$ cat src/design/sadc_pkg.sv
// Purpose: shared constants and types for the sar converter sequencer
// Assumes: one machine cycle per sys_clk edge
// Notes: channel codes 0..3 external pins, 4..7 reference chain taps
package sadc_pkg;
    localparam int SADC_CONV_CYCLES = 30;
    localparam int SADC_SAMPLE_CYCLES = 5;
    localparam int SADC_CNT_W = 5;
    localparam logic [7:0] SADC_RESULT_RST = 8'h00;
    localparam logic [7:0] SADC_TRIAL_MSB = 8'h80;
    localparam logic [7:0] SADC_CODE_MAX = 8'hFF;
    localparam logic [2:0] SADC_CHAN_RST = 3'h0;
    localparam int SADC_DONE_BIT = 7;
    localparam int SADC_CHAN_LSB = 0;
    localparam int SADC_EXT_CHANNELS = 4;
    // machine cycles between two search decisions: dac flop plus two sync flops
    localparam int SADC_STEP_CYCLES = 3;
    localparam int SADC_CODE_BITS = 8;

    typedef enum logic [2:0] {
        SADC_ST_SAMPLE = 3'b001,
        SADC_ST_HOLD = 3'b010,
        SADC_ST_IDLE = 3'b100
    } sadc_state_t;

    // analog front-end controls driven by the sequencer
    typedef struct packed {
        logic sample_en;
        logic ext_sel;
        logic [1:0] ext_chan;
        logic [1:0] tap_sel;
        logic [7:0] dac_code;
    } sadc_afe_t;
endpackage

$ cat src/design/sadc_sar_step.sv
// Purpose: one successive approximation step on the approximation register
// Assumes: comparator high means sampled input above the dac level
// Notes: purely combinational, used once per decision, every third hold cycle
`timescale 1ns/10ps
module sadc_sar_step
    import sadc_pkg::*;
(
    input wire logic [7:0] approx_cur, // current approximation value
    input wire logic [7:0] trial_bit, // one-hot bit under test
    input wire logic comp_above, // input above dac
    output logic [7:0] approx_nxt, // value after decision
    output logic [7:0] trial_nxt // next lower trial bit
);
    always_comb
    begin
        approx_nxt = comp_above ? approx_cur : (approx_cur & ~trial_bit);
        trial_nxt = trial_bit >> 1;
        approx_nxt = approx_nxt | trial_nxt;
    end
endmodule // sadc_sar_step

$ cat src/design/sadc_seq.sv
// Purpose: control and sequencing of an 8-bit successive approximation converter
// Assumes: sys_clk is the machine cycle; comparator is asynchronous to it
// Notes: registers are reached through plain write/read ports, no bus
`timescale 1ns/10ps
module sadc_seq
    import sadc_pkg::*;
(
    input wire logic sys_clk, // machine cycle clock
    input wire logic resetn, // async reset, active low
    input wire logic ctrl_wr, // write strobe to control register
    input wire logic [7:0] ctrl_wdata, // control write data
    input wire logic ctrl_rd, // read strobe of control register, clears done
    input wire logic comp_above_pin, // raw comparator output
    output logic [7:0] converter_control_register, // control readback
    output logic [7:0] conversion_result_register, // result readback
    output sadc_afe_t afe_q // analog front-end controls
);
    localparam int PACE_W = $clog2(SADC_STEP_CYCLES);

    sadc_state_t state_q;
    logic [SADC_CNT_W-1:0] cyc_q;
    logic [2:0] chan_q;
    logic done_q;
    logic [7:0] approximation_register;
    logic [7:0] trial_q;
    logic [7:0] result_q;
    logic comp_s1_q;
    logic comp_s2_q;
    logic [7:0] approx_nxt;
    logic [7:0] trial_nxt;
    logic last_cyc;
    logic sample_end;
    logic [PACE_W-1:0] pace_q;
    logic load_trial;
    logic step_now;
    logic [7:0] approx_d;
    logic [7:0] trial_d;
    logic sample_next;

    // the whole search has to fit behind the sample window inside one frame
    if (SADC_SAMPLE_CYCLES + SADC_CODE_BITS * SADC_STEP_CYCLES > SADC_CONV_CYCLES - 1)
    begin : g_bad_timing
        $error("frame too short for the search");
    end

    // fewer than three cycles per decision would read a stale comparator level
    if (SADC_CONV_CYCLES > (1 << SADC_CNT_W) || SADC_STEP_CYCLES < 3)
    begin : g_bad_counts
        $error("cycle counts out of range");
    end

    // comparator is an analog level, two flops before use
    always_ff @(posedge sys_clk or negedge resetn)
    begin
        if (!resetn)
        begin
            comp_s1_q <= 1'b0;
            comp_s2_q <= 1'b0;
        end
        else
        begin
            comp_s1_q <= comp_above_pin;
            comp_s2_q <= comp_s1_q;
        end
    end

    assign last_cyc = (cyc_q == SADC_CNT_W'(SADC_CONV_CYCLES - 1));
    assign sample_end = (cyc_q == SADC_CNT_W'(SADC_SAMPLE_CYCLES - 1));

    always_ff @(posedge sys_clk or negedge resetn)
    begin
        if (!resetn)
            cyc_q <= '0;
        // held at zero while idle so the first frame after reset is complete
        else if (ctrl_wr || last_cyc || state_q == SADC_ST_IDLE)
            cyc_q <= '0;
        else
            cyc_q <= cyc_q + SADC_CNT_W'(1);
    end

    always_ff @(posedge sys_clk or negedge resetn)
    begin
        if (!resetn)
            state_q <= SADC_ST_IDLE;
        else
        begin
            case (state_q)
                SADC_ST_IDLE:
                    state_q <= SADC_ST_SAMPLE;
                SADC_ST_SAMPLE:
                    if (ctrl_wr)
                        state_q <= SADC_ST_SAMPLE;
                    else if (sample_end)
                        state_q <= SADC_ST_HOLD;
                SADC_ST_HOLD:
                    if (ctrl_wr || last_cyc)
                        state_q <= SADC_ST_SAMPLE;
                default:
                    state_q <= SADC_ST_IDLE;
            endcase
        end
    end

    always_ff @(posedge sys_clk or negedge resetn)
    begin
        if (!resetn)
            chan_q <= SADC_CHAN_RST;
        else if (ctrl_wr)
            chan_q <= ctrl_wdata[SADC_CHAN_LSB +: 3];
    end

    // done flag; a completion in a read cycle wins, a write in that cycle cancels it
    always_ff @(posedge sys_clk or negedge resetn)
    begin
        if (!resetn)
            done_q <= 1'b0;
        else if (state_q == SADC_ST_HOLD && last_cyc && !ctrl_wr)
            done_q <= 1'b1;
        else if (ctrl_wr || ctrl_rd)
            done_q <= 1'b0;
    end

    sadc_sar_step u_step (
        .approx_cur(approximation_register),
        .trial_bit(trial_q),
        .comp_above(comp_s2_q),
        .approx_nxt(approx_nxt),
        .trial_nxt(trial_nxt)
    );

    // msb trial when the window closes, then one decision per pace
    assign load_trial = (state_q == SADC_ST_SAMPLE) && sample_end && !ctrl_wr;
    assign step_now = (state_q == SADC_ST_HOLD) && (trial_q != 8'h00)
        && (pace_q == PACE_W'(SADC_STEP_CYCLES - 1));

    // a decision waits for the dac flop and both sync flops, so the level
    // it reads belongs to the trial under test and not to an older one
    always_ff @(posedge sys_clk or negedge resetn)
    begin
        if (!resetn)
            pace_q <= '0;
        else if (load_trial || step_now)
            pace_q <= '0;
        else if (state_q == SADC_ST_HOLD)
            pace_q <= pace_q + PACE_W'(1);
    end

    // binary search; high input keeps every bit, giving FF
    always_comb
    begin
        approx_d = approximation_register;
        trial_d = trial_q;
        if (load_trial)
        begin
            approx_d = SADC_TRIAL_MSB;
            trial_d = SADC_TRIAL_MSB;
        end
        else if (step_now)
        begin
            approx_d = approx_nxt;
            trial_d = trial_nxt;
        end
    end

    always_ff @(posedge sys_clk or negedge resetn)
    begin
        if (!resetn)
        begin
            approximation_register <= SADC_RESULT_RST;
            trial_q <= '0;
        end
        else
        begin
            approximation_register <= approx_d;
            trial_q <= trial_d;
        end
    end

    // copy at end; hold until next completion
    always_ff @(posedge sys_clk or negedge resetn)
    begin
        if (!resetn)
            result_q <= SADC_RESULT_RST;
        else if (state_q == SADC_ST_HOLD && last_cyc && !ctrl_wr)
            result_q <= approximation_register;
    end

    always_ff @(posedge sys_clk or negedge resetn)
    begin
        if (!resetn)
        begin
            converter_control_register <= 8'h00;
            conversion_result_register <= SADC_RESULT_RST;
        end
        else
        begin
            converter_control_register <= {done_q, 4'h0, chan_q};
            conversion_result_register <= result_q;
        end
    end

    // switch closed exactly while the state is sample, so the
    // registered enable is fed from the state's next value
    always_comb
    begin
        case (state_q)
            SADC_ST_IDLE:
                sample_next = 1'b1;
            SADC_ST_SAMPLE:
                sample_next = ctrl_wr || !sample_end;
            SADC_ST_HOLD:
                sample_next = ctrl_wr || last_cyc;
            default:
                sample_next = 1'b0;
        endcase
    end

    // upper codes route reference taps, not pins
    always_ff @(posedge sys_clk or negedge resetn)
    begin
        if (!resetn)
            afe_q <= '0;
        else
        begin
            afe_q.sample_en <= sample_next;
            afe_q.ext_sel <= (chan_q < 3'(SADC_EXT_CHANNELS));
            afe_q.ext_chan <= chan_q[1:0];
            afe_q.tap_sel <= chan_q[1:0];
            // dac takes the register's next value, one cycle less per decision
            afe_q.dac_code <= approx_d;
        end
    end
endmodule // sadc_seq

$ cat config.mk
export PLATFORM = sky130hd
export DESIGN_NAME = sadc_seq
export DESIGN_NICKNAME = d
export VERILOG_FILES = /design/src/design/sadc_pkg.sv /design/src/design/sadc_sar_step.sv /design/src/design/sadc_seq.sv
export SDC_FILE = /design/constraint.sdc
export NUM_CORES = 1
export LEC_CHECK = 0
export BUFFER_PORTS_ARGS = -buffer_cell sky130_fd_sc_hd__clkbuf_2
export CORE_UTILIZATION = 30
export DETAILED_ROUTE_END_ITERATION = 6
export PLACE_DENSITY = 0.45
export RECOVER_POWER = 100
export SYNTH_ARGS = -nofsm -noshare
export SYNTH_HDL_FRONTEND = slang
export SYNTH_SLANG_ARGS = --single-unit
$ cat constraint.sdc
create_clock -name sys_clk -period 4.28 [get_ports sys_clk]
set_clock_uncertainty 0.1 [all_clocks]
set_input_delay 0 -clock sys_clk [delete_from_list [all_inputs] [get_ports sys_clk]]
set_output_delay 0 -clock sys_clk [all_outputs]
set_load 0.03 [all_outputs]
== After elaboration in Yosys (flattened, before gate mapping) ==
Index checks and enable logic that the tools add are counted.

* Bits in registers: 56
* Latch bits: 0
* Memory bits (writable): 0
* Bits in read-only memories: 0
* Input port bits: 13
* Output and inout port bits: 30
* Logic and storage cells: 62
* Memories kept: 0

* Add/subtract/negate cells: 2
* $mul: 0
* Divide/modulo/power cells: 0
* Magnitude comparators: 1
* Equality and inequality tests: 8
* Shifts and indexed selects: 0
* Multiplexer cells: 15
* Bitwise gates (word level): 3
* Reduce and logical (&&, ||, !) cells: 18

{| class="wikitable"
|+ Operator list
! cell !! count
|-
| 8-bit 2-to-1 mux || 5
|-
| 3-bit 2-to-1 mux || 3
|-
| 3-bit one-hot mux with 3 select lines || 1
|-
| 8-bit bitwise AND || 1
|-
| 8-bit inverter || 1
|-
| 8-bit by 7-bit bitwise OR with 8-bit output || 1
|-
| 8-bit nonzero test || 1
|-
| 1-bit logical AND || 6
|-
| 2-bit nonzero test || 3
|-
| 5-bit by 1-bit adder with 5-bit output (second input constant) || 1
|-
| 5-bit by 3-bit equality test with 1-bit output (second input constant) || 1
|-
| 5-bit equality test (second input constant) || 1
|-
| 1-bit logical OR || 5
|-
| 5-bit 2-to-1 mux || 1
|-
| 2-bit 2-to-1 mux || 2
|-
| 3-bit by 1-bit equality test with 1-bit output (second input constant) || 1
|-
| 3-bit by 2-bit equality test with 1-bit output (second input constant) || 1
|-
| 3-bit equality test (second input constant) || 1
|-
| 3-bit < comparator (second input constant) || 1
|-
| 3-bit inequality test (second input constant) || 1
|-
| 1-bit one-hot mux with 3 select lines || 1
|-
| 2-bit by 1-bit adder with 2-bit output (second input constant) || 1
|-
| 2-bit equality test (second input constant) || 1
|-
| 1-bit zero test || 2
|-
| other kinds (3) || 4
|}

== Longest topological paths before layout ==
* Depth in word-level cells: 6
* Depth in mapped cells: 6
* Gate-level depth less buffers: 5

== Hierarchy ==
Synthesis repeated with hierarchy kept, for this count alone.

* Cell total of the unflattened synthesis: 203
* Area total of the unflattened synthesis: 2469.9 sq um

{| class="wikitable"
|+ By module, submodules not included
! module !! instances !! cells each !! area an instance (sq um) !! seq. area each (sq um)
|-
| sadc_seq || 1 || 178 || 2298.5 || 1352.5
|-
| sadc_sar_step || 1 || 25 || 171.4 || 0.0
|}

== Least setup slack after synthesis ==
Ideal clock, no wire load.

* Path type: register to register
* From: register state_q[0]
* To: register result_q[0]
* Arrival time: 1.663 ns
* Data required time: 4.055 ns
* Slack: 2.392 ns
* Cell stages (with the launch flop): 6
* Buffers on the path: 2
* Cell sequence: dfrtp_1 -> buf_2 -> or3b_4 -> or3_1 -> buf_6 -> mux2_4

* Word-level cells in the longest chain between the ends: 3

{| class="wikitable"
|+ RTL lines
! what !! line !! text
|-
| start: declaration || sadc_seq.sv:20 || <nowiki>sadc_state_t state_q;</nowiki>
|-
| start signal: assignment || sadc_seq.sv:84 || <nowiki>state_q <= SADC_ST_IDLE;</nowiki>
|-
| start signal: assignment || sadc_seq.sv:89 || <nowiki>state_q <= SADC_ST_SAMPLE;</nowiki>
|-
| start signal: assignment || sadc_seq.sv:92 || <nowiki>state_q <= SADC_ST_SAMPLE;</nowiki>
|-
| 3-bit by 2-bit equality test with 1-bit output || sadc_seq.sv:184 || <nowiki>else if (state_q == SADC_ST_HOLD && last_cyc && !ctrl_wr)</nowiki>
|-
| 1-bit logical AND (2 in a row) || sadc_seq.sv:184 ||
|-
| end signal: assignment || sadc_seq.sv:185 || <nowiki>result_q <= approximation_register;</nowiki>
|-
| end: declaration || sadc_seq.sv:26 || <nowiki>logic [7:0] result_q;</nowiki>
|}

Every way passes these cells.
A chain may end at the register's enable or synchronous reset.

== Worst setup path in the final report ==
* From: register state_q[0]
* To: register result_q[4]

Same word-level chain as after synthesis.

==> results.sh <==
export IMPL_outcome="complete, no violations"
export IMPL_drtPass1Iterations=5
export IMPL_fin_area_um2=2540
export IMPL_vias_per_cell=4.38
export IMPL_cts_tree="yes"
export IMPL_placed_cell_area_um2=2380
export IMPL_r2r_start="state_q[0]$_DFFE_PN0P_"
export IMPL_routed_top_layer="met4"
export IMPL_grt_first_pass_wirelength_um=6530
export IMPL_max_stage_delay_ns=0.54
export IMPL_ant_nets=0
export IMPL_finalWirelength_um=3780
export IMPL_grt_pass1_vias=1375
export IMPL_start_util_pct=31.4
export IMPL_root_buffer="clkbuf_8"
export IMPL_max_clock_path_buffers=2
export IMPL_min_delay_path_depth=4
export IMPL_switching_share_pct=33.7
export IMPL_cp_cell_sequence="or3b_1, or3_1, mux2_1"
export IMPL_fmax_mhz=474
export IMPL_min_from="ctrl_wr"
export IMPL_power_frac_clock_pct=24.3
export IMPL_clk_pin_slew_ns=0.09
export IMPL_final_cell_mix="53 x dfrtp_1, 27 x clkbuf_1, 18 x nand2_1"
export IMPL_design_core_area_um2=6910
export IMPL_postLayoutCoreUtil_pct=36.8
export IMPL_syn_to_final_growth_pct=17.0
export IMPL_ys_ff_latch=54
export IMPL_timing_final_ws_setup_ns=2.17
export IMPL_synth_distinct_cells=35
export IMPL_ir_drop_v=0.000148
export IMPL_drcViolationCount=0
export IMPL_ys_warn_count=0
export IMPL_multiInputGateArea_um2=676
export IMPL_ios=43
export IMPL_maxCapViolCount=0
export IMPL_place_hpwl_um=2390
export IMPL_track_usage_pct=11.2
export IMPL_p_leak_uw=0.00117
export IMPL_relSlewSlack_pct=54.3
export IMPL_met2_length_um=1670
export IMPL_port_buffers=33
export IMPL_cp_end_kind="flip-flop"
export IMPL_place_congestion=0.735
export IMPL_internal_power_uw=912
export IMPL_regArea_um2=1350
export IMPL_mostFrequentLayoutCell="dfrtp_1"
export IMPL_period_share_pct=49.3
export IMPL_start_kind="flip-flop"
export IMPL_final_fill_count=719
export IMPL_yosysSeqAreaShare_pct=62.3
export IMPL_async_reset_ff_share_pct=100
export IMPL_cts_inserted_buffers=5
export IMPL_setup_tns_ns=0
export IMPL_die_area_um2=7580
export IMPL_synth_enable_flop_cells=0
export IMPL_worst_pin_slew_ns=0.685
export IMPL_drive_gt1_share_pct=8.18
export IMPL_synth_flop_cell="dfrtp_1"
export IMPL_period_minus_slack_ns=2.11
export IMPL_diodes=0
export IMPL_share_comb_of_total_power_pct=23.9
export IMPL_crit_type="reg2reg"
export IMPL_syn_mean_instance_area_um2=12.2
export IMPL_wl_met3_um=199
export IMPL_crit_start="state_q[0]$_DFFE_PN0P_"
export IMPL_syn_inst=178
export IMPL_grt_max_degree=55
export IMPL_power_total_uw=1380
export IMPL_cts_resized=0
export IMPL_hp_class="in2reg"
export IMPL_reg2reg_depth=3
export IMPL_path_max_fanout=9
export IMPL_grt_overflow=0
export IMPL_drt_iter0_markers=97
export IMPL_setup_violations=0
export IMPL_power_frac_seq_pct=51.8
export IMPL_cts_htree_levels=2
export IMPL_hold_viol=0
export IMPL_required_ns=4.37
export IMPL_nets=236
export IMPL_clk_latency_ns=0.30
export IMPL_netSwitchingPower_uw=464
export IMPL_critPathArrivalTime_ns=2.20
export IMPL_antenna_found_initial=0
export IMPL_wl_per_cell_um=12.0
export IMPL_dr_total_vias=1385
export IMPL_wl_met1_um=1880
export IMPL_cts_sinks=54
export IMPL_pre_cts_slack_ns=2.16
export IMPL_rows=30
export IMPL_crit_slowest_cell="or3_1"
export IMPL_synthesis_area_um2=2170
export IMPL_rsz0062_at_grt="false"
export IMPL_cts_setup_buffers=0
export IMPL_die_w_um=87.0
export IMPL_pwr_density_cell_nw_per_um2=542
export IMPL_die_h_um=87.0
export IMPL_finalMaxSlewViolations=0
export IMPL_hold_buffers=11
-- synthesized netlist by cell type (2+ instances only) --
master	number	share of area [%]
a21o_1	2	0.69
nor3_1	2	0.46
mux2_2	2	1.0
nand3b_1	2	0.69
dfrtp_1	53	61
buf_2	3	0.69
nor3b_1	2	0.69
nand3_1	2	0.46
buf_4	8	2.8
o21ai_0	12	2.8
xor2_1	3	1.2
nand2_1	18	3.1
inv_1	6	1.0
xnor2_1	2	0.81
nor2_1	7	1.2
clkbuf_1	3	0.52
a211o_1	2	0.81
a21oi_1	14	3.2
nor4_1	2	0.58
mux2_4	8	5.5
nand2b_1	8	2.3
ha_1	4	2.3
-- per-stage QoR --
| stage | hold WS [ns] | instances |
|---|---|---|
| 3_3_place_gp | 0.0101 | 297 |
| 6_report | 0.0685 | 316 |
| 5_1_grt | 0.0985 | 316 |
| 3_5_place_dp | 0.00965 | 297 |
| 2_1_floorplan | -0.396 | 181 |
| 4_1_cts | 0.0764 | 316 |
-- layer usage --
| layer | GRT usage, % | up-vias |
|---|---|---|
| li1 | - | 668 |
| met1 | 14.5 | 676 |
| met2 | 17.6 | 39 |
| met3 | 3.89 | 2 |
| met4 | 3.64 | 0 |
| met5 | 0 | - |
-- power groups by stage --
stage | sequential [uW] | clock [uW] | combinational [uW]
6_report | 713 | 335 | 329
3_5_place_dp | 728 | 0 | 336
3_3_place_gp | 728 | 0 | 331
2_1_floorplan | 784 | 0 | 182
5_1_grt | 733 | 371 | 376
4_1_cts | 717 | 350 | 347
-- worst max-delay path, delay by kind of cell, from the launching register on --
kind / cells / cell delay [ns]
flip-flops: 1 / 0.47
multiplexers: 1 / 0.39
AND/OR/NAND/NOR: 2 / 1.03
-- logic make-up after synthesis --
| group | after synthesis | synth area share, % |
|---|---|---|
| AND/OR/NAND/NOR | 51 | 12.7 |
| XOR/XNOR | 5 | 2.02 |
| multiplexers | 11 | 7.04 |
| other | 1 | 0.173 |
| flip-flops | 54 | 62.3 |
| buffers and inverters | 21 | 5.54 |
| adder cells (fa/ha/maj) | 4 | 2.31 |
| AO/OA/AOI/OAI | 31 | 7.90 |
-- path summary, 6_finish.rpt --
path / endpoint / slack, ns
worst max-delay path: result_q[4]$_DFFE_PN0P_ / 2.17
worst min-delay path: state_q[1]$_DFFE_PN0P_ / 0.07
worst max register to register: result_q[4]$_DFFE_PN0P_ / 2.17
worst min register to register: comp_s2_q$_DFF_PN0_ / 0.26
max in group asynchronous: afe_q[4]$_DFFE_PN0P_ / 3.36
min in group asynchronous: converter_control_register[1]$_DFF_PN0_ / 0.26
-- registers in the layout (all words and copies together) (netlist names) --
register,cells
trial_q,8
state_q,3
done_q,1
result_q,8
conversion_result_register,8
cyc_q,5
converter_control_register,3
afe_q,11
comp_s1_q,1
pace_q,2
comp_s2_q,1
chan_q,3
-- final cells by class --
class / instances / area share (%)
clock buffer: 6 / 2.86
multi-input combinational: 106 / 26.6
clock inverter: 2 / 1.48
timing repair buffer: 46 / 10.2
inverter: 6 / 0.887
tap: 96 / 4.73
sequential: 54 / 53.3
(Power assumes the default switching activity.)
